### config.mk
export PLATFORM = sky130hd
export DESIGN_NAME = ccr_core
export DESIGN_NICKNAME = d
export VERILOG_FILES = /design/src/rtl/ccr_pkg.sv /design/src/rtl/ccr_stk_if.sv /design/src/rtl/ccr_core.sv /design/src/rtl/ccr_stack.sv
export SDC_FILE = /design/constraint.sdc
export NUM_CORES = 1
export LEC_CHECK = 0
export BUFFER_PORTS_ARGS = -buffer_cell sky130_fd_sc_hd__buf_2
export CAP_MARGIN = 5
export CORE_MARGIN = 5
export CORE_UTILIZATION = 23
export DETAILED_ROUTE_END_ITERATION = 10
export GPL_TIMING_DRIVEN = 1
export SYNTH_ARGS = -nofsm -noshare
export SYNTH_HDL_FRONTEND = slang
export SYNTH_HIERARCHICAL = 1
export SYNTH_SLANG_ARGS = --single-unit
### constraint.sdc
create_clock -name clk_sys_in -period 3.4 [get_ports clk_sys_in]
set_clock_uncertainty 0.05 [all_clocks]
set_input_delay 0.68 -clock clk_sys_in [delete_from_list [all_inputs] [get_ports clk_sys_in]]
set_output_delay 0.68 -clock clk_sys_in [all_outputs]
set_load 0.01 [all_outputs]
### src/rtl/ccr_pkg.sv
// constants, opcodes and field layouts of the cpu core register datapath
// What this block does
// - alu adds, compares, ands, ors, manipulates bits
// - accumulator is 4-bit operand and result
// - add with carry sets carry on overflow
// - plain and immediate adds keep carry
// - rotate right moves accumulator bit0 into carry
// - set-carry forces one, clear-carry forces zero
// - temp register is upper half of transfers
// - pair high nibble temp, low nibble accumulator
// - pair and page pointer need software init
// - page pointer plus accumulator form in-page address
// - stack saves pc on interrupt, call, table
// - stack has eight identical entries
// - interrupt and table reference each use one entry
// - ninth push wraps, overwriting lowest entry
// - 3-bit pointer tracks level on push, pop
// - pointer-to-accumulator instruction copies stack level
// - interrupt entry saves dp, carry, skip, a, temp
// - calls and table reference leave context alone
// - skip flag decides skips, survives interrupts
// - pc is page part plus 7-bit offset
package ccr_pkg;
  localparam int NIB_W   = 4;
  localparam int PAIR_W  = 8;
  localparam int PAGE_W  = 3;
  localparam int PCL_W   = 7;
  localparam int PCH_W   = 5;
  localparam int PC_W    = PCH_W + PCL_W;
  localparam int DP_W    = 8;
  localparam int STK_N   = 8;
  localparam int SP_W    = 3;
  localparam int CTX_W   = DP_W + 2 + 2 * NIB_W;
  localparam int RA_W    = 3;
  localparam int RD_W    = 8;
  // last count of the machine cycle counter; the cycle is three system clocks
  localparam logic [1:0] MC_LAST = 2'h2;
  // register port offsets
  localparam logic [RA_W-1:0] ADDR_CTRL  = 3'h0;
  localparam logic [RA_W-1:0] ADDR_FLAGS = 3'h1;
  localparam logic [RA_W-1:0] ADDR_TEMP  = 3'h2;
  localparam logic [RA_W-1:0] ADDR_PAIR  = 3'h3;
  localparam logic [RA_W-1:0] ADDR_PAGE  = 3'h4;
  localparam logic [RA_W-1:0] ADDR_LEVEL = 3'h5;
  // field positions
  localparam int CTRL_RUN_BIT = 0;
  localparam int FLG_CARRY    = 4;
  localparam int FLG_SKIP     = 5;
  localparam logic CTRL_RUN_RST = 1'b1;
  localparam logic [NIB_W-1:0] NIB_RST = 4'h0;
  localparam logic [PAIR_W-1:0] PAIR_RST = 8'h00;
  localparam logic [PAGE_W-1:0] PAGE_RST = 3'h0;
  localparam logic [SP_W-1:0] SP_RST = 3'h0;

  typedef enum logic [4:0] {
    OP_NOP       = 5'h00,
    OP_ADD_IMM   = 5'h01,
    OP_ADD_MEM   = 5'h02,
    OP_ADD_MEM_C = 5'h03,
    OP_AND_MEM   = 5'h04,
    OP_OR_MEM    = 5'h05,
    OP_CMP_MEM   = 5'h06,
    OP_CMP_IMM   = 5'h07,
    OP_SET_BIT   = 5'h08,
    OP_CLR_BIT   = 5'h09,
    OP_TEST_BIT  = 5'h0A,
    OP_ROT_R     = 5'h0B,
    OP_SET_C     = 5'h0C,
    OP_CLR_C     = 5'h0D,
    OP_SKIP_C    = 5'h0E,
    OP_LOAD_IMM  = 5'h0F,
    OP_LOAD_MEM  = 5'h10,
    OP_XCH_AT    = 5'h11,
    OP_PAIR_PUT  = 5'h12,
    OP_PAIR_GET  = 5'h13,
    OP_PAGE_LOAD = 5'h14,
    OP_PORT_IN   = 5'h15,
    OP_LVL_TO_A  = 5'h16,
    OP_CALL      = 5'h17,
    OP_TABLE_REF = 5'h18,
    OP_TABLE_END = 5'h19,
    OP_IND_BR    = 5'h1A,
    OP_IND_CALL  = 5'h1B,
    OP_RET       = 5'h1C,
    OP_RETI      = 5'h1D,
    OP_INT_ENTRY = 5'h1E
  } ccr_op_t;
endpackage : ccr_pkg

### src/rtl/ccr_stk_if.sv
// push and pop channel between the core and its return-address stack
`timescale 1ns/100ps
interface ccr_stk_if;
  logic                        push;
  logic                        pop;
  logic [ccr_pkg::PC_W-1:0]    push_pc;
  logic [ccr_pkg::PC_W-1:0]    top_pc;
  logic [ccr_pkg::SP_W-1:0]    level;
  modport core  (output push, output pop, output push_pc,
                 input top_pc, input level);
  modport stack (input push, input pop, input push_pc,
                 output top_pc, output level);
endinterface : ccr_stk_if

### src/rtl/ccr_core.sv
// cpu core datapath: alu, accumulator, carry, temp, pair, page, skip, context
//
// The register addresses and the strobed register port were decided locally.
`timescale 1ns/100ps
module ccr_core (
  // clock and reset
  input  wire logic                         clk_sys_in,
  input  wire logic                         rst_in,
  // instruction issue from the decoder
  input  wire logic                         instr_valid_in,
  input  wire logic [4:0]                   op_in,
  input  wire logic [ccr_pkg::NIB_W-1:0]    imm_in,
  input  wire logic [1:0]                   bit_sel_in,
  input  wire logic [ccr_pkg::PCH_W-1:0]    page_in,
  input  wire logic [ccr_pkg::PC_W-1:0]     pc_in,
  // operands from memory, ports, rom and data pointer
  input  wire logic [ccr_pkg::NIB_W-1:0]    mem_data_in,
  input  wire logic [ccr_pkg::NIB_W-1:0]    port_data_in,
  input  wire logic [ccr_pkg::PAIR_W-1:0]   rom_data_in,
  input  wire logic [ccr_pkg::DP_W-1:0]     dp_in,
  // register port
  input  wire logic [ccr_pkg::RA_W-1:0]     reg_addr_in,
  input  wire logic [ccr_pkg::RD_W-1:0]     reg_wdata_in,
  input  wire logic                         reg_wr_in,
  input  wire logic                         reg_rd_in,
  output logic      [ccr_pkg::RD_W-1:0]     reg_rdata_out,
  // datapath state
  output logic      [ccr_pkg::NIB_W-1:0]    acc_out,
  output logic                              carry_flag_out,
  output logic                              skip_flag_out,
  output logic      [ccr_pkg::NIB_W-1:0]    temp_out,
  output logic      [ccr_pkg::PAIR_W-1:0]   pair_out,
  output logic      [ccr_pkg::PAGE_W-1:0]   page_ptr_out,
  output logic      [ccr_pkg::SP_W-1:0]     level_out,
  // program counter and memory requests
  output logic                              mc_tick_out,
  output logic                              pc_load_out,
  output logic      [ccr_pkg::PC_W-1:0]     pc_target_out,
  output logic                              mem_we_out,
  output logic      [ccr_pkg::NIB_W-1:0]    mem_wdata_out,
  output logic                              dp_restore_out,
  output logic      [ccr_pkg::DP_W-1:0]     dp_restore_val_out
);
  ccr_stk_if stk ();

  ccr_stack u_stack (
    .clk_sys_in (clk_sys_in),
    .rst_in     (rst_in),
    .stk        (stk.stack)
  );

  // 4-bit add returning carry in the top bit
  function automatic logic [4:0] add4(input logic [3:0] a,
                                      input logic [3:0] b,
                                      input logic       ci);
    add4 = {1'b0, a} + {1'b0, b} + {4'h0, ci};
  endfunction : add4

  // one-hot mask selecting a single bit of a nibble
  function automatic logic [3:0] bit_mask(input logic [1:0] sel);
    bit_mask = 4'h1 << sel;
  endfunction : bit_mask

  logic [1:0]                   mc_cnt;
  logic                         mc_tick;
  logic                         run;
  logic [ccr_pkg::NIB_W-1:0]    acc;
  logic                         carry;
  logic                         skip;
  logic [ccr_pkg::NIB_W-1:0]    temp;
  logic [ccr_pkg::PAIR_W-1:0]   pair;
  logic [ccr_pkg::PAGE_W-1:0]   page_ptr;
  logic [ccr_pkg::CTX_W-1:0]    ctx;
  logic                         exec;
  logic                         do_op;
  ccr_pkg::ccr_op_t             op;
  logic [4:0]                   sum;
  logic [ccr_pkg::NIB_W-1:0]    next_acc;
  logic                         next_carry;
  logic                         next_skip;
  logic [ccr_pkg::NIB_W-1:0]    next_temp;
  logic [ccr_pkg::PAIR_W-1:0]   next_pair;
  logic [ccr_pkg::PAGE_W-1:0]   next_page;
  logic                         next_pc_load;
  logic [ccr_pkg::PC_W-1:0]     next_pc_target;
  logic                         next_mem_we;
  logic [ccr_pkg::NIB_W-1:0]    next_mem_wdata;
  logic [ccr_pkg::PCL_W-1:0]    in_page_address;

  assign op = ccr_pkg::ccr_op_t'(op_in);

  // machine cycle: three system clocks; stopping run freezes the core
  always_ff @(posedge clk_sys_in) begin
    if (rst_in) begin
      mc_cnt  <= 2'h0;
      mc_tick <= 1'b0;
    end else if (run) begin
      mc_cnt  <= (mc_cnt == ccr_pkg::MC_LAST) ? 2'h0 : mc_cnt + 2'h1;
      mc_tick <= (mc_cnt == ccr_pkg::MC_LAST);
    end else begin
      mc_tick <= 1'b0;
    end
  end

  assign exec = mc_tick && instr_valid_in;
  // a pending skip swallows the instruction; interrupt entry is never
  // swallowed so the flag can be saved and restored across it
  assign do_op = exec && (!skip || op == ccr_pkg::OP_INT_ENTRY);

  assign in_page_address = {page_ptr, acc};
  assign sum = add4(acc, (op == ccr_pkg::OP_ADD_IMM) ? imm_in : mem_data_in,
                    (op == ccr_pkg::OP_ADD_MEM_C) ? carry : 1'b0);

  // stack requests
  always_comb begin
    stk.push    = 1'b0;
    stk.pop     = 1'b0;
    stk.push_pc = pc_in;
    if (do_op) begin
      case (op)
        ccr_pkg::OP_CALL, ccr_pkg::OP_IND_CALL,
        ccr_pkg::OP_TABLE_REF, ccr_pkg::OP_INT_ENTRY: begin
          stk.push = 1'b1;
        end
        ccr_pkg::OP_RET, ccr_pkg::OP_RETI, ccr_pkg::OP_TABLE_END: begin
          stk.pop = 1'b1;
        end
        default: begin
          stk.pop = 1'b0;
        end
      endcase
    end
  end

  // datapath next values
  always_comb begin
    next_acc       = acc;
    next_carry     = carry;
    next_skip      = skip;
    next_temp      = temp;
    next_pair      = pair;
    next_page      = page_ptr;
    next_pc_load   = 1'b0;
    next_pc_target = stk.top_pc;
    next_mem_we    = 1'b0;
    next_mem_wdata = mem_data_in;
    if (exec) begin
      next_skip = 1'b0;
    end
    if (do_op) begin
      case (op)
        ccr_pkg::OP_ADD_IMM: begin
          next_acc  = sum[3:0];
          next_skip = !sum[4];
        end
        ccr_pkg::OP_ADD_MEM: begin
          next_acc = sum[3:0];
        end
        ccr_pkg::OP_ADD_MEM_C: begin
          next_acc   = sum[3:0];
          next_carry = sum[4];
        end
        ccr_pkg::OP_AND_MEM: begin
          next_acc = acc & mem_data_in;
        end
        ccr_pkg::OP_OR_MEM: begin
          next_acc = acc | mem_data_in;
        end
        ccr_pkg::OP_CMP_MEM: begin
          next_skip = (acc == mem_data_in);
        end
        ccr_pkg::OP_CMP_IMM: begin
          next_skip = (acc == imm_in);
        end
        ccr_pkg::OP_SET_BIT: begin
          next_mem_we    = 1'b1;
          next_mem_wdata = mem_data_in | bit_mask(bit_sel_in);
        end
        ccr_pkg::OP_CLR_BIT: begin
          next_mem_we    = 1'b1;
          next_mem_wdata = mem_data_in & ~bit_mask(bit_sel_in);
        end
        ccr_pkg::OP_TEST_BIT: begin
          next_skip = ((mem_data_in & bit_mask(bit_sel_in)) == 4'h0);
        end
        ccr_pkg::OP_ROT_R: begin
          next_acc   = {carry, acc[3:1]};
          next_carry = acc[0];
        end
        ccr_pkg::OP_SET_C: begin
          next_carry = 1'b1;
        end
        ccr_pkg::OP_CLR_C: begin
          next_carry = 1'b0;
        end
        ccr_pkg::OP_SKIP_C: begin
          next_skip = carry;
        end
        ccr_pkg::OP_LOAD_IMM: begin
          next_acc = imm_in;
        end
        ccr_pkg::OP_LOAD_MEM: begin
          next_acc = mem_data_in;
        end
        ccr_pkg::OP_XCH_AT: begin
          next_acc  = temp;
          next_temp = acc;
        end
        ccr_pkg::OP_PAIR_PUT: begin
          next_pair = {temp, acc};
        end
        ccr_pkg::OP_PAIR_GET: begin
          next_temp = pair[7:4];
          next_acc  = pair[3:0];
        end
        ccr_pkg::OP_PAGE_LOAD: begin
          next_page = imm_in[2:0];
        end
        ccr_pkg::OP_PORT_IN: begin
          next_acc = port_data_in;
        end
        ccr_pkg::OP_LVL_TO_A: begin
          next_acc = {1'b0, stk.level};
        end
        ccr_pkg::OP_TABLE_REF, ccr_pkg::OP_IND_BR,
        ccr_pkg::OP_IND_CALL: begin
          next_pc_load   = 1'b1;
          next_pc_target = {page_in, in_page_address};
        end
        ccr_pkg::OP_TABLE_END: begin
          next_temp    = rom_data_in[7:4];
          next_acc     = rom_data_in[3:0];
          next_pc_load = 1'b1;
        end
        ccr_pkg::OP_RET: begin
          next_pc_load = 1'b1;
        end
        ccr_pkg::OP_RETI: begin
          next_pc_load = 1'b1;
          next_temp    = ctx[3:0];
          next_acc     = ctx[7:4];
          next_skip    = ctx[8];
          next_carry   = ctx[9];
        end
        default: begin
          next_pc_load = 1'b0;
        end
      endcase
    end
  end

  // accumulator and carry
  always_ff @(posedge clk_sys_in) begin
    if (rst_in) begin
      acc   <= ccr_pkg::NIB_RST;
      carry <= 1'b0;
    end else begin
      acc   <= next_acc;
      carry <= next_carry;
    end
  end

  // skip flag
  always_ff @(posedge clk_sys_in) begin
    if (rst_in) begin
      skip <= 1'b0;
    end else begin
      skip <= next_skip;
    end
  end

  // temp, pair and page pointer; pair and page get a value here only so
  // outputs are never unknown, software must still load them
  always_ff @(posedge clk_sys_in) begin
    if (rst_in) begin
      temp     <= ccr_pkg::NIB_RST;
      pair     <= ccr_pkg::PAIR_RST;
      page_ptr <= ccr_pkg::PAGE_RST;
    end else begin
      temp     <= next_temp;
      pair     <= next_pair;
      page_ptr <= next_page;
    end
  end

  // single-stage interrupt context: only interrupt entry writes it
  always_ff @(posedge clk_sys_in) begin
    if (rst_in) begin
      ctx <= '0;
    end else if (do_op && op == ccr_pkg::OP_INT_ENTRY) begin
      ctx <= {dp_in, carry, skip, acc, temp};
    end
  end

  // pc, memory and data pointer requests, one system clock pulses
  always_ff @(posedge clk_sys_in) begin
    if (rst_in) begin
      pc_load_out        <= 1'b0;
      pc_target_out      <= '0;
      mem_we_out         <= 1'b0;
      mem_wdata_out      <= ccr_pkg::NIB_RST;
      dp_restore_out     <= 1'b0;
      dp_restore_val_out <= '0;
    end else begin
      pc_load_out        <= next_pc_load;
      pc_target_out      <= next_pc_target;
      mem_we_out         <= next_mem_we;
      mem_wdata_out      <= next_mem_wdata;
      dp_restore_out     <= do_op && op == ccr_pkg::OP_RETI;
      dp_restore_val_out <= ctx[ccr_pkg::CTX_W-1:10];
    end
  end

  // state mirrors; one cycle behind the internal registers
  always_ff @(posedge clk_sys_in) begin
    if (rst_in) begin
      acc_out        <= ccr_pkg::NIB_RST;
      carry_flag_out <= 1'b0;
      skip_flag_out  <= 1'b0;
      temp_out       <= ccr_pkg::NIB_RST;
      pair_out       <= ccr_pkg::PAIR_RST;
      page_ptr_out   <= ccr_pkg::PAGE_RST;
      level_out      <= ccr_pkg::SP_RST;
      mc_tick_out    <= 1'b0;
    end else begin
      acc_out        <= acc;
      carry_flag_out <= carry;
      skip_flag_out  <= skip;
      temp_out       <= temp;
      pair_out       <= pair;
      page_ptr_out   <= page_ptr;
      level_out      <= stk.level;
      mc_tick_out    <= mc_tick;
    end
  end

  // control register: run bit gates the machine cycle
  always_ff @(posedge clk_sys_in) begin
    if (rst_in) begin
      run <= ccr_pkg::CTRL_RUN_RST;
    end else if (reg_wr_in && reg_addr_in == ccr_pkg::ADDR_CTRL) begin
      run <= reg_wdata_in[ccr_pkg::CTRL_RUN_BIT];
    end
  end

  // read data valid only in the cycle after the strobe; zero otherwise
  always_ff @(posedge clk_sys_in) begin
    if (rst_in) begin
      reg_rdata_out <= '0;
    end else if (reg_rd_in) begin
      case (reg_addr_in)
        ccr_pkg::ADDR_CTRL:  reg_rdata_out <= {7'h00, run};
        ccr_pkg::ADDR_FLAGS: reg_rdata_out <= {2'h0, skip, carry, acc};
        ccr_pkg::ADDR_TEMP:  reg_rdata_out <= {4'h0, temp};
        ccr_pkg::ADDR_PAIR:  reg_rdata_out <= pair;
        ccr_pkg::ADDR_PAGE:  reg_rdata_out <= {5'h00, page_ptr};
        ccr_pkg::ADDR_LEVEL: reg_rdata_out <= {5'h00, stk.level};
        default:             reg_rdata_out <= '0;
      endcase
    end else begin
      reg_rdata_out <= '0;
    end
  end
endmodule : ccr_core

### src/rtl/ccr_stack.sv
// eight-entry wrapping return-address stack with its level pointer
`timescale 1ns/100ps
module ccr_stack (
  // clock and reset
  input  wire logic clk_sys_in,
  input  wire logic rst_in,
  // core side
  ccr_stk_if.stack  stk
);
  logic [ccr_pkg::PC_W-1:0] entry [ccr_pkg::STK_N];
  logic [ccr_pkg::SP_W-1:0] level;

  // entries are data only; no reset keeps them cheap
  always_ff @(posedge clk_sys_in) begin
    if (stk.push) begin
      entry[level] <= stk.push_pc;
    end
  end

  // pointer wraps at eight so a ninth push lands on entry zero
  always_ff @(posedge clk_sys_in) begin
    if (rst_in) begin
      level <= ccr_pkg::SP_RST;
    end else if (stk.push) begin
      level <= level + 3'h1;
    end else if (stk.pop) begin
      level <= level - 3'h1;
    end
  end

  assign stk.top_pc = entry[level - 3'h1];
  assign stk.level  = level;
endmodule : ccr_stack

### Word-level counts from Yosys, hierarchy flattened

Memory sizes are Yosys's and may differ from the RTL's.
Index checks and enable logic that the tools add are counted.

* memories: 1
* register bits: 106
* RAM bits: 96
* output and inout port bits: 60

Memories
* u_stack.entry: depth 8, bits a word 12, read ports 1, clocked after memory_dff 0, write ports 1, line ccr_stack.sv:10 `logic [ccr_pkg::PC_W-1:0] entry [ccr_pkg::STK_N];`

* shift-type cells: 1
* mux-type cells: 24
* equality and inequality tests: 38
* reductions and logical operators: 28
* $add $sub $neg: 5
* bitwise operators: 9

Operator list (number)
* $eq A5 B5 Y1 const B: 15
* $pmux W4 S12: 1
* $pmux W8 S6: 1
* $eq A5 B4 Y1 const B: 8
* $mux W12: 2
* $eq A5 B3 Y1 const B: 4
* $pmux W4 S4: 1
* $and A4 B4 Y4: 3
* $reduce_bool A12 Y1: 1
* $mux W1: 11
* $eq A5 B2 Y1 const B: 2
* $reduce_and A2 Y1: 5
* $reduce_or A3 Y1: 3
* $eq A4 B4 Y1: 2
* $mux W4: 2
* $or A4 B4 Y4: 2
* $pmux W4 S2: 1
* $reduce_or A2 Y1: 4
* $eq A3 B2 Y1 const B: 2
* $eq A3 B3 Y1 const B: 2
* $mux W3: 2
* $pmux W1 S6: 1
* $reduce_or A6 Y1: 1
* $add A4 B4 Y5: 1
* 21 further kinds: 28

### Depth between registers and ports, before layout

* depth in word-level cells: 7
* mapped depth: 13
* depth with buffers taken out: 11

### Cells and area by module

The synthesis kept the hierarchy.

By module, submodules not included
* ccr_core: area an instance 4961.0 sq um, times used 1, cells each 538, seq. area each 2062.0 sq um
* ccr_stack: area an instance 4031.4 sq um, times used 1, cells each 253, seq. area each 2942.8 sq um

### Worst setup path after synthesis

No wires, ideal clock.

* path type: input port to flip-flop
* start: input port op_in[2]
* end: register carry
* data required time: 3.216 ns
* buffers on the path: 2
* stages on the path: 12
* arrival: 3.068 ns
* slack: 0.148 ns
* cell sequence: buf_4 > buf_4 > nor4_2 > mux2i_1 > fa_1 > inv_1 > fa_1 > a21o_1 > a21oi_1 > o2111ai_1 > a21oi_1 > a211oi_1

* cells in the longest elaborated chain, start to end: 5

RTL lines
* from (decl): line ccr_core.sv:11 `input wire logic [4:0] op_in,`
* $eq A5 B1 Y1: line ccr_core.sv:111 `assign sum = add4(acc, (op == ccr_pkg::OP_ADD_IMM) ? imm_in : mem_data_in,`
* $mux W4: line ccr_core.sv:111
* $add A4 B4 Y5: line ccr_core.sv:56 `add4 = {1'b0, a} + {1'b0, b} + {4'h0, ci};`
* $add A5 B1 Y5: line ccr_core.sv:56
* $pmux W1 S5: line ccr_core.sv:151 `case (op)`
* to (signal assigned): line ccr_core.sv:259 `carry <= next_carry;`
* to (decl): line ccr_core.sv:68 `logic carry;`

Parallel ways exist; a longest one is shown, timed or not.
A chain may end at the register's enable or synchronous reset.

### Worst setup path in the final report

* start: input port op_in[1]
* end: register carry

The elaborated chain is that of the path after synthesis.

==> impl_metrics.yaml <==
clock_tree:
  cts-root-buf: "clkbuf_16"
  cts_tree: "built"
  cts.sinks: 202
  h-tree-depth: 1
  clk_latency_ps: 530
  hold_buffers: 0
  cts_buffers: 23
  post-cts-setup-buffers: 0
  cts_resized: 0
  clkTransAtPathRegs_ps: 60
  cts.path.max_buffers: 3
timing:
  setup_ws_ps: 654.3
  rsz0062_at_grt: "false"
  fmax_mhz: 364.2
  timing_max_transition_violations_final: 0
  finalSetupViolations: 0
  fin_crit_sh_pct: 80.75
  worst_pin_slew_ps: 701.1
  hold_viol_final: 0
  post-route-min-period_ps: 2746
  setup-tns-final_ps: 0
  slew_headroom_pct: 53.15
power_and_ir_drop:
  p_total_mw: 5.464
  p_leak_nw: 3.957
  powerDensity_nw_per_um2: 495.0
  ir_worst_vdd_uv: 377.5
drt:
  via_per_inst: 4.590
  first_pass_iters: 5
  dr_total_vias: 6669
  drcViolationCount: 0
  wl_per_cell_um: 17.83
  ant_nets: 0
  drt_iter0_markers: 396
  drt-total-wl_mm: 25.91
global_route:
  grt_pass1_wl_mm: 39.56
  track_usage_pct: 11.53
  grt_max_degree: 53
  grt_pass1_vias: 6451
  grt_antenna_before_repair: 2
  overflow: 0
yosys:
  syn_inst: 791
  synth_area_um2: 8992
  synth_seq_cells: 202
  synth_ff_type: "dfxtp_1"
  ys_types: 81
  avgSynthCellArea_um2: 11.37
  synthArstFlopShare_pct: 0
  syn_nets: 866
  yosys_warnings: 6
  synth_edf_count: 96
  synth_seq_area_share_pct: 55.66
placed_design:
  io_buffer_count: 120
  hpwl_mm: 18.13
  gp_congestion: 0.9100
  place_ws_ps: 185.0
  placed_cells: 1411
floorplan:
  floorplan.die_area_um2: 43150
  core_um2: 38650
  initial_core_util_pct: 23.27
  die_w_um: 207.7
  row_count: 72
  pin_count: 128
  die_h_um: 207.7
final_layout:
  fin_nets: 993
  area_growth_pct: 22.75
  fin_util_pct: 28.56
  drive_above_1_share_pct: 24.60
  n_antenna_cell: 0
  stdcell_count: 1453
critical_path:
  path_max_fanout: 5
  crit_required_ps: 3760
  crit_arrival_ps: 3100
  startpoint_type: "input pin"
  critPathKind: "in2reg"
  crit_path_end_kind: "register"
run:
  drv_cap: 0
status:
  outcome: "finished, final reports clean"
worst_hold_path:
  hp-class: "in2reg"
## logic make-up after synthesis
| kind of cell | after synthesis | synth area share [%] |
|---|---|---|
| flip-flops | 202 | 55.66 |
| buffers and inverters | 63 | 3.576 |
| AO/OA/AOI/OAI | 108 | 8.682 |
| XOR/XNOR | 13 | 1.433 |
| AND/OR/NAND/NOR | 313 | 19.74 |
| adder cells (fa/ha/maj) | 7 | 1.141 |
| multiplexers | 85 | 9.768 |
## synthesized netlist by cell type (all sizes together), types with 2 or more instances
library cell	count	share of area [%]
a221oi	5	0.49
and3b	3	0.29
nand2	74	3.2
nand4b	3	0.29
a21oi	45	2.6
buf	32	2.3
a32oi	3	0.29
a211o	2	0.19
a22oi	6	0.50
mux2	9	1.2
a311oi	4	0.39
nor4b	6	0.99
edfxtp	96	32
nor3	10	0.79
and4b	2	0.22
a2111oi	2	0.40
nor4bb	2	0.22
a32o	6	0.67
o211ai	2	0.17
nand3b	6	0.54
or3b	2	0.19
nand4	10	0.70
o21a	2	0.17
and4	15	1.5
nand2b	10	0.70
nor4	7	0.86
dfxtp	106	24
nor3b	3	0.25
nand3	55	3.1
nor2b	41	2.9
o21ai	7	0.39
clkbuf	21	0.88
inv	10	0.42
or4	2	0.17
nor2	55	2.3
mux2i	75	8.3
a21o	2	0.17
o22ai	2	0.14
a211oi	8	0.72
and3	3	0.26
ha	5	0.70
xnor2	12	1.3
and2	2	0.14
fa	2	0.45
## per-stage QoR
stage                     hold slack (ps)  cell area (µm²)
after floorplan                     381.8             8992
after global placement              386.6            10220
after detailed placement            392.8            10220
after CTS                           275.9            11040
after global routing                277.4            11040
final                               298.6            11040
## where the power goes
part / leakage (nW) / internal [mW] / switching, mW
combinational: 1.83 / 0.103 / 0.179
clock: 0.406 / 1.59 / 1.02
sequential: 1.72 / 2.56 / 0.0114
total: 3.96 / 4.26 / 1.21
## worst max-delay path, stage by stage
cell	delay, ps
buf_2	100
nand2b_1	160
nor4_2	140
buf_4	200
mux2i_1	240
fa_1	220
inv_1	50
fa_1	380
a21o_1	190
a21oi_1	310
o2111ai_1	160
a21oi_1	180
a211oi_1	80
## final cells by class
class / count / area [µm²]
Clock inverter: 12 / 161.4
Tap cell: 518 / 648.1
Fill cell: 3996 / 27610
Inverter: 10 / 37.54
Clock buffer: 30 / 651.9
Sequential cell: 202 / 5005
Multi-Input combinational cell: 526 / 3669
Timing Repair Buffer: 155 / 865.8
## flip-flops by register name, summed over array words and instances (netlist names), 4 cells and up
name	count
u_stack/entry	96
ctx	18
pc_target_out	12
acc	4
temp_out	4
pair_out	8
acc_out	4
dp_restore_val_out	8
temp	4
reg_rdata_out	8
mem_wdata_out	4
pair	8
## final timing paths
| kind | startpoint | end | slack [ps] | cells after the start |
|---|---|---|---|---|
| setup / recovery | op_in[1] | carry | 650 | 13 |
| hold / removal | reg_wdata_in[0] | run | 300 | 2 |
| setup reg to reg | u_stack/stk.level[1] | pc_target_out[5] | 750 | 8 |
| hold reg to reg | ctx[15] | ctx[15] | 400 | 2 |
## routing by layer
| layer | vias to the layer above | GRT usage, % | part of all wire, % | wire (µm) |
|---|---|---|---|---|
| met5 | - | 0 | 0.089 | 23 |
| li1 | 3159 | - | - | - |
| met3 | 46 | 2.962 | 6.6 | 1708 |
| met4 | 4 | 2.763 | 2.5 | 648 |
| met2 | 227 | 18.75 | 47 | 12120 |
| met1 | 3233 | 15.46 | 44 | 11420 |
## placed cells by master (no fill, tap or decap), types with 15 or more instances in the layout
master,Yosys,layout
edfxtp_1,96,96
nand2_1,73,73
nand3_1,54,54
a21oi_1,44,44
nor2_1,54,54
clkbuf_16,0,23
dfxtp_1,106,106
and4_1,15,15
buf_2,17,119
mux2i_1,75,75
buf_4,7,36
nor2b_1,41,41
No activity file was read; power rests on OpenSTA's default activity.
